===== config.mk =====
export PLATFORM = sky130hd
export DESIGN_NAME = low_power_mode_control
export DESIGN_NICKNAME = d
export VERILOG_FILES = /design/src/lpm_pkg.sv /design/src/lpm_wake_timer.sv /design/src/low_power_mode_control.sv
export VERILOG_INCLUDE_DIRS = /design/src
export SDC_FILE = /design/constraint.sdc
export NUM_CORES = 1
export LEC_CHECK = 0
export BUFFER_PORTS_ARGS = -buffer_cell sky130_fd_sc_hd__buf_2
export CAP_MARGIN = 10
export CORE_ASPECT_RATIO = 0.5
export CORE_MARGIN = 5
export CORE_UTILIZATION = 64
export DETAILED_ROUTE_END_ITERATION = 10
export PLACE_DENSITY = 0.85
export SYNTH_ARGS = -nofsm -noshare
export SYNTH_HDL_FRONTEND = slang
export SYNTH_HIERARCHICAL = 1
export SYNTH_SLANG_ARGS = --single-unit

===== constraint.sdc =====
create_clock -name mclk -period 6 [get_ports mclk]
set_input_delay 1.5 -clock mclk [delete_from_list [all_inputs] [get_ports mclk]]
set_output_delay 1.5 -clock mclk [all_outputs]
set_load 0.005 [all_outputs]

===== src/lpm_params.svh =====
// Constants for the low-power mode controller
// Overview of operation
// - With DC-DC control bit 0 the converter is unpowered in low power
// - Supply bits act only in standby or deep-sleep, never while active
// - Settings act only after copy into always-on register; auto copy when set
// - Bit 14 opens or closes the DC-DC bypass in standby or deep-sleep
// - Bits 13 and 12 switch DC-DC outputs one and two in standby or deep-sleep
// - Writing bit 9 requests light-sleep
// - Writing bit 8 requests deep-sleep, or standby when standby is selected
// - In auto mode hardware drives bits 23 to 21 and 18 to 15
// - Bit 6 gates the slow clock: 1 runs, 0 stops
// - In low power only the core clock is gated; the slow clock follows bit 6
// - Deep-sleep request with standby select 1 enters standby
// - Deep-sleep request with standby select 0 enters deep-sleep
// - Bit 3 enables the wake counter
// - Bit 2 enables low-power sleep operation
// - Bit 1 picks wake pin level: 1 high, 0 low
// - Bit 0 enables the wake pin as wake source
// - Wake interval is a 32-bit register resetting to zero
// - One wake interval unit is 31.2 us
// - Wake flags for counter, pin, sleep, standby; write 1 clears
`ifndef LPM_PARAMS_SVH
`define LPM_PARAMS_SVH
`define LPM_OFS_SYNC 5'h00
`define LPM_OFS_FLOW 5'h04
`define LPM_OFS_INTERVAL 5'h08
`define LPM_OFS_FLAGS 5'h0c
`define LPM_SYNC_AUTO 0
`define LPM_SYNC_NOW 1
`define LPM_SYNC_STATE_LO 4
`define LPM_FLOW_SUPPLY_LO 12
`define LPM_FLOW_LIGHT_REQ 9
`define LPM_FLOW_DEEP_REQ 8
`define LPM_FLOW_MANUAL 7
`define LPM_FLOW_SLOW_CLK 6
`define LPM_FLOW_STANDBY_SEL 4
`define LPM_FLOW_CNT_EN 3
`define LPM_FLOW_SLEEP_EN 2
`define LPM_FLOW_PIN_LEVEL 1
`define LPM_FLOW_PIN_EN 0
`define LPM_FLAG_TIMER 17
`define LPM_FLAG_PIN 16
`define LPM_FLAG_SLEEP 9
`define LPM_FLAG_STANDBY 8
`define LPM_FLOW_RESET 32'h0000_0000
`define LPM_INTERVAL_RESET 32'h0000_0000
`define LPM_SUPPLY_ACTIVE 20'hffffb
`define LPM_SUPPLY_HW_MASK 20'h00e78
`define LPM_STEP_US 31.2
`define LPM_CLK_MHZ 125
`define LPM_STEP_CYC ($rtoi(`LPM_STEP_US * `LPM_CLK_MHZ))
`endif


===== src/lpm_pkg.sv =====
// Types shared by the low-power mode controller
package lpm_pkg;
	typedef enum logic [1:0] {
		ST_ACTIVE = 2'b00,
		ST_LIGHT = 2'b01,
		ST_DEEP = 2'b10,
		ST_STANDBY = 2'b11
	} lp_state_t;
	typedef struct packed {
		logic [19:0] supply;
		logic coreClockOn;
		logic slowClockOn;
	} power_out_t;
	typedef struct packed {
		logic read;
		logic write;
		logic [4:0] address;
		logic [31:0] writedata;
		logic [3:0] byteenable;
	} avmm_req_t;
endpackage


===== src/lpm_wake_timer.sv =====
// Wake interval counter in fixed time steps
`timescale 1ns/1ps
`include "lpm_params.svh"
module lpm_wake_timer #(
	parameter int STEP_CYCLES = `LPM_STEP_CYC,
	parameter int WIDTH = 32
) (
	input wire logic mclk,
	input wire logic sys_rst,
	input wire logic run,
	input wire logic [WIDTH-1:0] interval,
	output logic wakePulse
);
	localparam int PW = $clog2(STEP_CYCLES);
	logic [PW-1:0] prescale;
	logic [WIDTH-1:0] steps;
	logic tick;
	assign tick = run && (prescale == PW'(STEP_CYCLES - 1));
	always_ff @(posedge mclk) begin
		if (sys_rst || !run) begin
			prescale <= '0;
		end else if (tick) begin
			prescale <= '0;
		end else begin
			prescale <= prescale + PW'(1);
		end
	end
	always_ff @(posedge mclk) begin
		if (sys_rst || !run) begin
			steps <= '0;
		end else if (tick) begin
			steps <= steps + WIDTH'(1);
		end
	end
	// Interval zero fires at the first step, so a stuck sleeper never results
	always_ff @(posedge mclk) begin
		if (sys_rst || !run) begin
			wakePulse <= 1'b0;
		end else begin
			wakePulse <= tick && ((steps + WIDTH'(1)) >= interval);
		end
	end
	property p_tick_spacing;
		@(posedge mclk) disable iff (sys_rst) tick |-> $past(run) && prescale != '0;
	endproperty
	a_tick_spacing: assert property (p_tick_spacing) else $error("step tick too early");
	property p_fire_needs_step;
		@(posedge mclk) disable iff (sys_rst) $rose(wakePulse) |-> $past(tick) && $past(run);
	endproperty
	a_fire_needs_step: assert property (p_fire_needs_step) else $error("wake without step");
endmodule


===== src/low_power_mode_control.sv =====
// Low-power mode controller with Avalon-MM register access
//
// The Avalon-MM register port is this design's own decision.
`timescale 1ns/1ps
`include "lpm_params.svh"
module low_power_mode_control #(
	parameter int STEP_CYCLES = `LPM_STEP_CYC
) (
	input wire logic mclk,
	input wire logic sys_rst,
	input wire lpm_pkg::avmm_req_t avReq,
	output logic avWaitrequest,
	output logic [31:0] avReaddata,
	input wire logic wakePin,
	output lpm_pkg::power_out_t powerOut,
	output lpm_pkg::lp_state_t powerState
);
	import lpm_pkg::*;

	logic [31:0] flowReg;
	logic [31:0] intervalReg;
	logic syncAuto;
	logic syncPulse;
	logic [31:0] aoFlow;
	logic [31:0] aoInterval;
	logic [3:0] flags;
	lp_state_t state;
	lp_state_t next_state;
	logic pinS1;
	logic pinS2;
	logic pinS3;
	logic pinLevel;
	logic timerRun;
	logic timerWake;
	logic pinWake;
	logic wakeTaken;
	logic enterLp;
	logic accept;
	logic wrTaken;
	logic syncNow;

	function automatic logic [31:0] mergeBytes(input logic [31:0] old,
		input logic [31:0] data, input logic [3:0] be);
		logic [31:0] res;
		res = old;
		for (int i = 0; i < 4; i++) begin
			if (be[i]) begin
				res[i*8 +: 8] = data[i*8 +: 8];
			end
		end
		return res;
	endfunction

	function automatic logic isLowSupplyState(input lp_state_t s);
		return (s == ST_DEEP) || (s == ST_STANDBY);
	endfunction

	// Bus slave: waitrequest drops one cycle after a request appears
	assign accept = (avReq.read || avReq.write) && !avWaitrequest;
	assign wrTaken = accept && avReq.write;

	always_ff @(posedge mclk) begin
		if (sys_rst) begin
			avWaitrequest <= 1'b1;
		end else if ((avReq.read || avReq.write) && avWaitrequest) begin
			avWaitrequest <= 1'b0;
		end else begin
			avWaitrequest <= 1'b1;
		end
	end

	always_ff @(posedge mclk) begin
		if (sys_rst) begin
			avReaddata <= 32'h0000_0000;
		end else if (avReq.read && avWaitrequest) begin
			if (avReq.address == `LPM_OFS_SYNC) begin
				avReaddata <= {26'h0, state, 3'h0, syncAuto};
			end else if (avReq.address == `LPM_OFS_FLOW) begin
				avReaddata <= flowReg;
			end else if (avReq.address == `LPM_OFS_INTERVAL) begin
				avReaddata <= intervalReg;
			end else if (avReq.address == `LPM_OFS_FLAGS) begin
				avReaddata <= {14'h0, flags[3:2], 6'h0, flags[1:0], 8'h0};
			end else begin
				avReaddata <= 32'h0000_0000;
			end
		end
	end

	// Sync control: auto copy flag, plus a one-shot copy strobe
	always_ff @(posedge mclk) begin
		if (sys_rst) begin
			syncAuto <= 1'b0;
		end else if (wrTaken && avReq.address == `LPM_OFS_SYNC && avReq.byteenable[0]) begin
			syncAuto <= avReq.writedata[`LPM_SYNC_AUTO];
		end
	end

	always_ff @(posedge mclk) begin
		if (sys_rst) begin
			syncPulse <= 1'b0;
		end else begin
			syncPulse <= wrTaken && avReq.address == `LPM_OFS_SYNC && avReq.byteenable[0]
				&& avReq.writedata[`LPM_SYNC_NOW];
		end
	end

	assign syncNow = syncAuto || syncPulse;

	// Request bits are consumed on entry; a new write of 1 wins over that clear
	always_ff @(posedge mclk) begin
		if (sys_rst) begin
			flowReg <= `LPM_FLOW_RESET;
		end else if (wrTaken && avReq.address == `LPM_OFS_FLOW) begin
			flowReg <= mergeBytes(flowReg, avReq.writedata, avReq.byteenable);
		end else if (enterLp) begin
			flowReg[`LPM_FLOW_LIGHT_REQ] <= 1'b0;
			flowReg[`LPM_FLOW_DEEP_REQ] <= 1'b0;
		end
	end

	always_ff @(posedge mclk) begin
		if (sys_rst) begin
			intervalReg <= `LPM_INTERVAL_RESET;
		end else if (wrTaken && avReq.address == `LPM_OFS_INTERVAL) begin
			intervalReg <= mergeBytes(intervalReg, avReq.writedata, avReq.byteenable);
		end
	end

	// Always-on copy; nothing downstream looks at the bus-side registers
	always_ff @(posedge mclk) begin
		if (sys_rst) begin
			aoFlow <= `LPM_FLOW_RESET;
		end else if (enterLp) begin
			aoFlow[`LPM_FLOW_LIGHT_REQ] <= 1'b0;
			aoFlow[`LPM_FLOW_DEEP_REQ] <= 1'b0;
		end else if (syncNow) begin
			aoFlow <= flowReg;
		end
	end

	always_ff @(posedge mclk) begin
		if (sys_rst) begin
			aoInterval <= `LPM_INTERVAL_RESET;
		end else if (syncNow) begin
			aoInterval <= intervalReg;
		end
	end

	// Wake pin: three stages, a level change counts once stages two and three agree
	always_ff @(posedge mclk) begin
		if (sys_rst) begin
			pinS1 <= 1'b0;
			pinS2 <= 1'b0;
			pinS3 <= 1'b0;
		end else begin
			pinS1 <= wakePin;
			pinS2 <= pinS1;
			pinS3 <= pinS2;
		end
	end

	always_ff @(posedge mclk) begin
		if (sys_rst) begin
			pinLevel <= 1'b0;
		end else if (pinS2 == pinS3) begin
			pinLevel <= pinS3;
		end
	end

	// Timer needs the slow clock, so gating it off also stops the wake counter
	assign timerRun = (state != ST_ACTIVE) && aoFlow[`LPM_FLOW_CNT_EN]
		&& aoFlow[`LPM_FLOW_SLOW_CLK];

	lpm_wake_timer #(
		.STEP_CYCLES(STEP_CYCLES),
		.WIDTH(32)
	) u_wake_timer (
		.mclk(mclk),
		.sys_rst(sys_rst),
		.run(timerRun),
		.interval(aoInterval),
		.wakePulse(timerWake)
	);

	assign pinWake = aoFlow[`LPM_FLOW_PIN_EN]
		&& (pinLevel == aoFlow[`LPM_FLOW_PIN_LEVEL]);
	assign wakeTaken = (state != ST_ACTIVE) && (timerWake || pinWake);
	assign enterLp = (state == ST_ACTIVE) && (next_state != ST_ACTIVE);

	// Deep request outranks light request when both are pending
	always_comb begin
		next_state = state;
		case (state)
			ST_ACTIVE: begin
				if (aoFlow[`LPM_FLOW_SLEEP_EN]) begin
					if (aoFlow[`LPM_FLOW_DEEP_REQ]) begin
						if (aoFlow[`LPM_FLOW_STANDBY_SEL]) begin
							next_state = ST_STANDBY;
						end else begin
							next_state = ST_DEEP;
						end
					end else if (aoFlow[`LPM_FLOW_LIGHT_REQ]) begin
						next_state = ST_LIGHT;
					end
				end
			end
			default: begin
				if (timerWake || pinWake) begin
					next_state = ST_ACTIVE;
				end
			end
		endcase
	end

	always_ff @(posedge mclk) begin
		if (sys_rst) begin
			state <= ST_ACTIVE;
		end else begin
			state <= next_state;
		end
	end

	// Flags: wake set wins over a write-one clear in the same cycle
	always_ff @(posedge mclk) begin
		if (sys_rst) begin
			flags <= 4'h0;
		end else begin
			for (int i = 0; i < 4; i++) begin
				flags[i] <= (flags[i] && !(wrTaken && avReq.address == `LPM_OFS_FLAGS
					&& avReq.writedata[i < 2 ? 8 + i : 14 + i]))
					|| (wakeTaken && (i == 3 ? timerWake : i == 2 ? (pinWake && !timerWake)
					: i == 1 ? (state == ST_DEEP || state == ST_LIGHT)
					: state == ST_STANDBY));
			end
		end
	end

	// Outputs: supplies follow software only while in standby or deep-sleep
	always_ff @(posedge mclk) begin
		if (sys_rst) begin
			powerOut.supply <= `LPM_SUPPLY_ACTIVE;
		end else if (isLowSupplyState(state)) begin
			if (aoFlow[`LPM_FLOW_MANUAL]) begin
				powerOut.supply <= aoFlow[31:`LPM_FLOW_SUPPLY_LO];
			end else begin
				powerOut.supply <= aoFlow[31:`LPM_FLOW_SUPPLY_LO]
					& ~`LPM_SUPPLY_HW_MASK;
			end
		end else begin
			powerOut.supply <= `LPM_SUPPLY_ACTIVE;
		end
	end

	always_ff @(posedge mclk) begin
		if (sys_rst) begin
			powerOut.coreClockOn <= 1'b1;
		end else begin
			powerOut.coreClockOn <= (state == ST_ACTIVE);
		end
	end

	always_ff @(posedge mclk) begin
		if (sys_rst) begin
			powerOut.slowClockOn <= 1'b0;
		end else begin
			powerOut.slowClockOn <= aoFlow[`LPM_FLOW_SLOW_CLK];
		end
	end

	always_ff @(posedge mclk) begin
		if (sys_rst) begin
			powerState <= ST_ACTIVE;
		end else begin
			powerState <= next_state;
		end
	end

	property p_core_gate;
		@(posedge mclk) disable iff (sys_rst) state != ST_ACTIVE |=> !powerOut.coreClockOn;
	endproperty
	a_core_gate: assert property (p_core_gate) else $error("core clock not gated");

	property p_slow_gate;
		@(posedge mclk) disable iff (sys_rst)
			##1 powerOut.slowClockOn == $past(aoFlow[`LPM_FLOW_SLOW_CLK]);
	endproperty
	a_slow_gate: assert property (p_slow_gate) else $error("slow clock gate wrong");

	property p_light_entry;
		@(posedge mclk) disable iff (sys_rst) state == ST_ACTIVE && aoFlow[`LPM_FLOW_SLEEP_EN]
			&& aoFlow[`LPM_FLOW_LIGHT_REQ] && !aoFlow[`LPM_FLOW_DEEP_REQ] |=> state == ST_LIGHT;
	endproperty
	a_light_entry: assert property (p_light_entry) else $error("no light-sleep entry");

	property p_standby_entry;
		@(posedge mclk) disable iff (sys_rst) state == ST_ACTIVE && aoFlow[`LPM_FLOW_SLEEP_EN]
			&& aoFlow[`LPM_FLOW_DEEP_REQ] && aoFlow[`LPM_FLOW_STANDBY_SEL] |=> state == ST_STANDBY;
	endproperty
	a_standby_entry: assert property (p_standby_entry) else $error("no standby entry");

	property p_deep_entry;
		@(posedge mclk) disable iff (sys_rst) state == ST_ACTIVE && aoFlow[`LPM_FLOW_SLEEP_EN]
			&& aoFlow[`LPM_FLOW_DEEP_REQ] && !aoFlow[`LPM_FLOW_STANDBY_SEL] |=> state == ST_DEEP;
	endproperty
	a_deep_entry: assert property (p_deep_entry) else $error("no deep-sleep entry");

	property p_sleep_disabled;
		@(posedge mclk) disable iff (sys_rst)
			state == ST_ACTIVE && !aoFlow[`LPM_FLOW_SLEEP_EN] |=> state == ST_ACTIVE;
	endproperty
	a_sleep_disabled: assert property (p_sleep_disabled) else $error("slept while disabled");

	property p_active_supply;
		@(posedge mclk) disable iff (sys_rst)
			!isLowSupplyState(state) |=> powerOut.supply == `LPM_SUPPLY_ACTIVE;
	endproperty
	a_active_supply: assert property (p_active_supply) else $error("supply moved in active");

	property p_switch_bits;
		@(posedge mclk) disable iff (sys_rst)
			isLowSupplyState(state) |=> powerOut.supply[2:0] == $past(aoFlow[14:12]);
	endproperty
	a_switch_bits: assert property (p_switch_bits) else $error("bypass or output wrong");

	property p_manual_dcdc;
		@(posedge mclk) disable iff (sys_rst) isLowSupplyState(state) && aoFlow[`LPM_FLOW_MANUAL]
			|=> powerOut.supply[3] == $past(aoFlow[15]);
	endproperty
	a_manual_dcdc: assert property (p_manual_dcdc) else $error("DC-DC enable wrong");

	property p_auto_hw;
		@(posedge mclk) disable iff (sys_rst) isLowSupplyState(state) && !aoFlow[`LPM_FLOW_MANUAL]
			|=> (powerOut.supply & `LPM_SUPPLY_HW_MASK) == 20'h00000;
	endproperty
	a_auto_hw: assert property (p_auto_hw) else $error("auto supply bits wrong");

	property p_no_sync_hold;
		@(posedge mclk) disable iff (sys_rst) !syncNow && !enterLp |=> $stable(aoFlow);
	endproperty
	a_no_sync_hold: assert property (p_no_sync_hold) else $error("copy without sync");

	property p_pin_wake;
		@(posedge mclk) disable iff (sys_rst) state != ST_ACTIVE && pinWake
			|=> state == ST_ACTIVE && (flags[2] || flags[3]);
	endproperty
	a_pin_wake: assert property (p_pin_wake) else $error("pin did not wake");

	property p_counter_off;
		@(posedge mclk) disable iff (sys_rst) !aoFlow[`LPM_FLOW_CNT_EN] |-> !timerRun;
	endproperty
	a_counter_off: assert property (p_counter_off) else $error("counter ran disabled");

	property p_interval_reset;
		@(posedge mclk) sys_rst |=> intervalReg == 32'h0000_0000;
	endproperty
	a_interval_reset: assert property (p_interval_reset) else $error("interval reset wrong");

	property p_flag_clear;
		@(posedge mclk) disable iff (sys_rst) wrTaken && avReq.address == `LPM_OFS_FLAGS
			&& avReq.writedata[`LPM_FLAG_TIMER] && !wakeTaken |=> !flags[3];
	endproperty
	a_flag_clear: assert property (p_flag_clear) else $error("flag not cleared");

	c_light: cover property (@(posedge mclk) disable iff (sys_rst) state == ST_LIGHT);
	c_standby: cover property (@(posedge mclk) disable iff (sys_rst) state == ST_STANDBY);
	c_timer_wake: cover property (@(posedge mclk) disable iff (sys_rst) wakeTaken && timerWake);
	c_pin_wake: cover property (@(posedge mclk) disable iff (sys_rst) wakeTaken && pinWake);
endmodule


# [Word-level counts from Yosys, hierarchy flattened]
# Cells that the tools add are included.
[op_classes] reduce_logical=65 mux=15 addsub=2 eq_ne=10 n_bitwise=2 order_cmp=1
[ops] op="$mux W32" count=3
[ops] op="$add A32 B1 Y32 const B" count=1
[ops] op="$ge A32 B32 Y1" count=1
[ops] op="$logic_and A1 B1 Y1" count=30
[ops] op="$reduce_and A2 Y1" count=10
[ops] op="$mux W18" count=1
[ops] op="$mux W2" count=8
[ops] op="$add A12 B1 Y12 const B" count=1
[ops] op="$eq A12 B12 Y1 const B" count=1
[ops] op="$mux W12" count=1
[ops] op="$eq A5 B4 Y1 const B" count=2
[ops] op="$logic_or A1 B1 Y1" count=10
[ops] op="$logic_not A1 Y1" count=7
[ops] op="$reduce_bool A2 Y1" count=3
[ops] op="$reduce_or A2 Y1" count=3
[ops] op="$eq A5 B3 Y1 const B" count=1
[ops] op="$logic_not A5 Y1" count=1
[ops] op="$eq A2 B2 Y1 const B" count=2
[ops] op="$eq A1 B1 Y1" count=2
[ops] op="$eq A2 B1 Y1 const B" count=1
[ops] op="$logic_not A2 Y1" count=1
[ops] op="$mux W1" count=2
[ops] op="$ne A2 B2 Y1 const B" count=1
[ops] op="$not A1 Y1" count=2
[word_totals] elab_cells=123 in_bits=46 output_inout_bits=57 regBits=240

# [Depth between registers and ports, before layout]
# Gate-level depths: netlist (run 1).
[depth] word_depth=9 ltp_mapped=14 mapped_depth_nobuf=12

# [By module]
# Netlist (run 1), hierarchy kept.
[modules_own_cells] mod="low_power_mode_control" seq_area_each_um2=3843.7 n_inst=1 cells_each=796 area_each_um2=7512.2
[modules_own_cells] mod="lpm_wake_timer" seq_area_each_um2=900.9 n_inst=1 cells_each=413 area_each_um2=3243.1

# [Worst setup path before layout (run 1)]
# Ideal clock, no wire load.
[synth_path] path_type="register to register" start="reg u_wake_timer.steps[0]" end="reg u_wake_timer.wakePulse" n_path_buf=1 setup_time_ns=0.124 path_stages_with_launch=13 synth_period_minus_slack_ns=2.796 arrival_ns=2.673 required_ns=5.876 setup_slack_ns=3.204 cell_sequence="dfxtp_1 ha_1 and3_1 nand2_1 or4_1 buf_2 nor2_1 xor2_1 ha_1 and4_1 a221oi_1 a2bb2oi_1 o21ai_0"
[synth_between] elab_chain_len=3
[synth_rtl] item="start: declaration" line="lpm_wake_timer.sv:16" text="logic [WIDTH-1:0] steps;"
[synth_rtl] item="start signal: assignment" line="lpm_wake_timer.sv:32" text="steps <= steps + WIDTH'(1);"
[synth_rtl] item="$add A32 B1 Y32" line="lpm_wake_timer.sv:40" text="wakePulse <= tick && ((steps + WIDTH'(1)) >= interval);"
[synth_rtl] item="$ge A32 B32 Y1" line="lpm_wake_timer.sv:40"
[synth_rtl] item="$logic_and A1 B1 Y1" line="lpm_wake_timer.sv:40"
[synth_rtl] item="end signal: assignment" line="lpm_wake_timer.sv:40"
[synth_rtl] item="end: declaration" line="lpm_wake_timer.sv:12" text="output logic wakePulse"
# No other way between the ends.
# A chain may end at the register's enable or synchronous reset.

# [Worst setup path in the final report (run 1)]
# Same ends and word-level chain as after synthesis.

==> run metrics, run 1 <==
worst hold path type=flip-flop to flip-flop; worst-path fanout max=11; Synth top area share=0.441; drt wl/cell=18.2 µm; DP Worst Slack=between 2 and 2.5 ns; Hold Fails Final Rpt=0; most frequent cells after synthesis=251 x nand2_1, 237 x dfxtp_1, 96 x mux2i_1, 63 x a21oi_1, 57 x nand3_1; fin area=0.0120 mm²; register area share after synthesis=0.441; overall power=~3.0 mW; PnR worst setup slack=roughly 2.6 ns; top layer in use=met4; Final min period=about 3.4 ns; crit start category=flip-flop; Hold Path Depth=2; nets@finish=approximately 1300; max cap viols=0; main area contributors after synthesis=dfxtp_1 44%, mux2i_1 8.9%, nand2_1 8.8%; die area=0.0197 mm²; Slew Limit Fails=0; R2R setup slack=2.62 ns; CTS Buf Count=21; VDD IR max=approximately 0.26 mV; CTS Buffer Depth=3; utilization after layout=0.728; relative slew slack=0.195; drt total wl=27.5 mm; io pins=103; GRT overflow=0; antenna violations before repair=0; RSZ-0062 raised after global routing=no; status=completed; CTS hold repair buffers=0; metal2 WL=around 12 mm; port buffer count=102; R2R Path Start=u_wake_timer/steps[0]$_SDFFE_PP0P_; crit-path max cell delay=0.46 ns; Hold EP=powerOut[4]$_SDFF_PP0_; Worst Hold Margin=0.438 ns; worst path arrival time=3.74 ns; hpwl dp=approximately 19 mm; LEAKAGE=4.52 nW; clk_lat worst skew=0.51 ns; Finished Layout Cells=1507; Clock Sinks=237; vias in the first global route=about 8700; Crit path required time=6.37 ns; worst-case reg-to-reg path depth=11; clk slew on worst S/H paths=~0.07 ns; crit path cell chain=ha_1 -> and3_1 -> nand4_1 -> nand2b_1 -> nor2_1 -> xor2_1 -> ha_1 -> and4_1 -> a221o_1 -> a2bb2oi_1 -> o21ai_0; area delta synth->final=11.2%; Die Height=102 µm; buffer and inverter count on the worst path=0; first-pass GRT wire length=44.7 mm; Crit path max-delay family=simple AND/OR/NAND/NOR gates; Net Count, Synth=1292; Post-Syn Instances=1209; layout cells sized above 1=0.142; largest net degree at the start of global routing=67; total power per unit cell area=253 mW/mm²; Post-Syn Area=0.0108 mm²; fmax=0.296 GHz; worst clock skew=0.0126 ns; initial core utilization=0.654; diodes inserted=0; ANT nets after route=0; Post-synth ARST share=0; num rows=33; first-pass detailed-route iteration total=5; most instantiated library cell after synthesis=nand2_1; Critical Path Start=u_wake_timer/steps[0]$_SDFFE_PP0P_; CTS tree=yes; Avg Cell Area, Syn=~8.9 µm²; Tcrit/Tclk final=0.563; CP max-delay cell=dfxtp_1; post-CTS setup repair buffer count=0; Slew @ Worst Pin=1.21 ns; post_cts resized=0; DRC=0; chip width=193 µm; hold path start=aoFlow[14]$_SDFFE_PP0P_; setup TNS=0 ns; placed cells=between 1000 and 1500; final-layout fill cell count=~1200; reg2reg end=u_wake_timer/wakePulse$_SDFF_PP0_; CORE AREA=0.0164 mm²; Yosys reg bits=roughly 240; CTS root buf=clkbuf_16; kind of critical path=flip-flop to flip-flop; Top FF cell, synth=dfxtp_1; H-tree levels=1; Post-synth EDFFs=0; CP Capture Type=flip-flop; CP most frequent cell=ha_1; iteration-0 DRC count of the detailed router=939; Final setup viols=0; placed instance area=0.0113 mm²; All-Layer GR Usage=0.273; via count=9036; Netlist cell types=60; Avg Vias per Cell=6.00; Metal-1 WL=12.3 mm; cell taking the most area after synthesis=dfxtp_1; wire length on met3=2.06 mm; gpl congestion=~0.9; YS warnings=6
[sequential cells by signal, summed over array words and instances, names as in the netlist, 2 cells and up]
register               flops
flags                      4
flowReg                   32
powerOut                  22
aoFlow                    29
u_wake_timer/prescale     12
u_wake_timer/steps        32
powerState                 2
avReaddata                32
aoInterval                32
intervalReg               32
[where the power goes]
part / internal, mW / total [mW] / switching (mW)
Combinational: 0.0244 / 0.0943 / 0.0699
Sequential: 1.57 / 1.58 / 0.00209
Clock: 0.756 / 1.35 / 0.596
[layer usage]
metal  up-vias  global-route usage
met3        56              0.0512
met1      4314               0.381
met5         -                   0
met2       359               0.443
li1       4307                   -
met4         0              0.0712
[worst reg2reg max path: cells and delay by family, from the launching register on]
| family | cells | cell delay [ns] |
|---|---|---|
| flops | 1 | 0.46 |
| fa+ha+maj | 2 | 0.57 |
| compound gates | 3 | 0.62 |
| xor+xnor | 1 | 0.21 |
| simple gates | 5 | 1.38 |
[worst max path at each step]
stage	end	depth (start not counted)	slack [ns]
global placement	flowReg[24]$_SDFFE_PP0P_	5	2.36
finish	u_wake_timer/wakePulse$_SDFF_PP0_	11	2.62
CTS	u_wake_timer/steps[26]$_SDFFE_PP0P_	8	2.56
floorplan	u_wake_timer/wakePulse$_SDFF_PP0_	12	3.20
global route	u_wake_timer/wakePulse$_SDFF_PP0_	12	2.40
detailed placement	flowReg[27]$_SDFFE_PP0P_	5	2.31
[cells in the final DEF, fill, tap and decap left out, types with 4 or more instances in the layout]
master and count:
o21ai_0 22, clkbuf_8 5, mux2_2 4, buf_2 102, mux2i_1 96, clkinv_2 4, a21oi_1 62, a22oi_1 29
clkbuf_1 4, and4_1 16, buf_4 11, xor2_1 32, dfxtp_1 237, nor4_1 4, inv_1 41, nand2_1 251
ha_1 37, nand3_1 57, nor3_1 10, clkbuf_16 21, nand4_1 15, a32oi_1 25, and3_1 13, nor2_1 50
xnor2_1 28, o31ai_1 7, nor2b_1 6, or2_2 13, or4_1 4, a21o_1 9, or3_1 10
[cell type report]
cell class                 count  area (µm²)  area share
tap                          227         284      0.0237
clock inverter                 7        77.6     0.00648
sequential                   237        4740       0.397
inverter                      42         159      0.0133
timing repair buffer         114         608      0.0508
clock buffer                  30         609      0.0509
multi-input combinational    850        5480       0.458
[kinds of logic (layout without fill, tap and decap cells)]
| group | after synthesis | after routing | share of synthesized area |
|---|---|---|---|
| mux | 100 | 100 | 0.0935 |
| fa+ha+maj | 37 | 37 | 0.0430 |
| compound gates | 182 | 182 | 0.114 |
| buf+inv | 122 | 193 | 0.0518 |
| xor+xnor | 60 | 60 | 0.0489 |
| flops | 237 | 237 | 0.441 |
| simple gates | 471 | 471 | 0.207 |
No activity file was read; power rests on OpenSTA's default activity.
==> run 2, diff against run 1 <==
--- a/config.mk
+++ b/config.mk
@@ -10,9 +10,9 @@
 export CAP_MARGIN = 10
 export CORE_ASPECT_RATIO = 0.5
 export CORE_MARGIN = 5
-export CORE_UTILIZATION = 64
+export CORE_UTILIZATION = 54
 export DETAILED_ROUTE_END_ITERATION = 10
-export PLACE_DENSITY = 0.85
+export PLACE_DENSITY = 0.77
 export SYNTH_ARGS = -nofsm -noshare
 export SYNTH_HDL_FRONTEND = slang
 export SYNTH_HIERARCHICAL = 1
==> constraint.sdc (replaced) <==
create_clock -name mclk -period 2.85 [get_ports mclk]
set_input_delay 0.7125 -clock mclk [delete_from_list [all_inputs] [get_ports mclk]]
set_output_delay 0.7125 -clock mclk [all_outputs]
set_load 0.005 [all_outputs]
==> run 2 against run 1 <==
Register-to-register slack got worse by 2.6 ns. Die area rose by 17%. Clock skew fell by 0.0012 ns. Clock-buffer cell count fell by 7. Utilization fell by 9.1 points. Critical path type unchanged. Critical endpoint unchanged. Largest power group unchanged. Highest routed layer unchanged.
==> run metrics, run 2 (synthesized netlist as in run 1, its figures left out) <==
max cap viols=0 (unchanged); GR Util met3=0.0485 (-0.00272); vias in the first global route=8700 (+0.18%); CP most frequent cell=and4_1; RSZ-0062 raised after global routing=yes; fmax=0.358 GHz (+21%); most common cell after layout, fill and taps aside=nand2_1; setup TNS=0 ns (unchanged); GRT overflow=0 (unchanged); status=completed; ANT nets after route=0 (unchanged); io pins=103 (unchanged); port buffer count=102 (unchanged); largest net degree at the start of global routing=78 (+16%); Slew Limit Fails=0 (unchanged); Hold EP=pinS1$_SDFF_PP0_; crit start category=flip-flop; hpwl dp=19.8 mm (+4.5%); post-CTS setup repair buffer count=0 (unchanged); drt total wl=28.2 mm (+2.7%); final-layout fill cell count=1550 (+32%); via count=9165 (+1.4%); Global Route met2 Usage=0.379 (-0.0640); antenna violations before repair=1 (+1); H-tree levels=1 (unchanged); kind of critical path=flip-flop to flip-flop; All-Layer GR Usage=0.237 (-0.0354); die area=0.0230 mm² (+17%); FF/Latch Area=0.00475 mm² (+0.11%); worst-path fanout max=5 (-6); CP max-delay cell=or3_2; Final min period=2.80 ns (-0.582 ns); worst hold path type=primary input to flip-flop; drt wl/cell=17.8 µm (-2.4%); worst-case reg-to-reg path depth=10 (-1); gpl congestion=0.893 (about the same); num rows=36 (+9.1%); Clock Sinks=237 (unchanged); Hold Path Depth=2 (unchanged); crit path cell chain=buf_4 -> and4_1 -> nand4_1 -> or3_2 -> xnor2_2 -> ha_1 -> and4_1 -> a221o_1 -> a2bb2oi_1 -> o21ai_0; CTS Buf Count=21 (unchanged); layout cells sized above 1=0.178 (+0.0354); reg2reg end=u_wake_timer/wakePulse$_SDFF_PP0_; overall power=6.70 mW (+120%); commonest non-fill, non-tap cells in the layout=251 x nand2_1, 233 x dfxtp_1, 102 x buf_2, 96 x mux2i_1, 62 x a21oi_1; worst path arrival time=3.19 ns (-0.55 ns); CTS root buf=clkbuf_16; R2R setup slack=0.05 ns (-2.57 ns); Tcrit/Tclk final=0.981 (+0.418); Crit path required time=3.24 ns (-3.13 ns); first-pass GRT wire length=44.9 mm (+0.40%); CTS tree=yes; clk_lat worst skew=0.51 ns (about the same); area delta synth->final=15.6%; first-pass detailed-route iteration total=7 (+2); CORE AREA=0.0195 mm² (+19%); clk slew on worst S/H paths=0.07 ns (about the same); met1 Use GR=0.325 (-0.0554); LEAKAGE=4.79 nW (+5.8%); hold path start=wakePin; initial core utilization=0.551 (-0.103); Hold Fails Final Rpt=0 (unchanged); multi-input logic area=0.00552 mm² (+0.64%); utilization after layout=0.637 (-0.0905); Avg Vias per Cell=5.78 (-3.6%); CTS hold repair buffers=0 (unchanged); R2R Path Start=u_wake_timer/steps[0]$_SDFFE_PP0P_; relative slew slack=0.553 (+0.358); CP Capture Type=flip-flop; worst clock skew=0.0115 ns (-0.00115 ns); DRC=0 (unchanged); GRT busiest layer=met2; Die Height=110 µm (+8.0%); VDD IR max=0.413 mV (+58%); CTS Buffer Depth=3 (unchanged); Final setup viols=0 (unchanged); crit-path max cell delay=0.50 ns (+0.04 ns); chip width=210 µm (+8.4%); iteration-0 DRC count of the detailed router=801 (-15%); Slew @ Worst Pin=0.671 ns (-0.536 ns); nets@finish=1386 (+2.7%); total power per unit cell area=539 mW/mm² (+110%)
-- run 2: layout make-up --
type	count	area share
flip-flops and latches	237	0.382
diodes	1	0.000201
repair buffers	151	0.0727
inverters	42	0.0128
clock buffers	23	0.0445
multi-input cells	850	0.444
well taps	266	0.0268
clock inverters	15	0.0174
-- run 2: worst max path at each step --
stage	start	endpoint	cells after the start
3_3_place_gp	u_wake_timer/steps[0]$_SDFFE_PP0P_	u_wake_timer/wakePulse$_SDFF_PP0_	11
2_1_floorplan	u_wake_timer/steps[0]$_SDFFE_PP0P_	u_wake_timer/wakePulse$_SDFF_PP0_	12
5_1_grt	u_wake_timer/steps[1]$_SDFFE_PP0P_	u_wake_timer/wakePulse$_SDFF_PP0_	13
3_5_place_dp	u_wake_timer/steps[15]$_SDFFE_PP0P_	u_wake_timer/wakePulse$_SDFF_PP0_	11
4_1_cts	u_wake_timer/steps[0]$_SDFFE_PP0P_	u_wake_timer/wakePulse$_SDFF_PP0_	11
6_report	u_wake_timer/steps[0]$_SDFFE_PP0P_	u_wake_timer/wakePulse$_SDFF_PP0_	10
-- run 2: per-layer routing --
layer | wire (µm) | up-vias
met3 | 2400 | 59
met1 | 12600 | 4362
met5 | 0 | -
li1 | - | 4396
met2 | 12500 | 348
met4 | 762 | 0
-- run 2: metrics by stage --
| step | hold slack [ns] | area, µm² | instances | setup slack [ns] |
|---|---|---|---|---|
| after CTS | 0.409 | 12400 | 1584 | 0.0344 |
| after global routing | 0.416 | 12400 | 1585 | -0.0127 |
| after detailed placement | 0.426 | 11600 | 1546 | 0.00169 |
| after floorplan | 0.409 | 10800 | 1209 | 0.0538 |
| after global placement | 0.417 | 11600 | 1546 | 0.0789 |
| final | 0.429 | 12400 | 1585 | 0.0533 |
-- run 2: critical path, delay by kind of cell, from the launching register on --
| family | cells | cell delay (ns) |
|---|---|---|
| adder cells (fa/ha/maj) | 1 | 0.28 |
| AO/OA/AOI/OAI | 3 | 0.56 |
| XOR/XNOR | 1 | 0.21 |
| AND/OR/NAND/NOR | 4 | 1.15 |
| buffers and inverters | 1 | 0.14 |
| flip-flops | 1 | 0.34 |
-- run 2: where the power goes --
part / switching, mW / total [mW] / internal (mW) / leakage (nW)
Combinational: 0.151 / 0.211 / 0.0597 / 2.50
Sequential: 0.00443 / 3.32 / 3.31 / 1.91
Clock: 1.30 / 3.17 / 1.87 / 0.376
Total: 1.46 / 6.70 / 5.24 / 4.79
-- run 2: what timing repair did --
item                       in CTS  in global routing
setup endpoints to repair       1                  3
pin swaps                       0                  1
gates resized for setup         2                  9
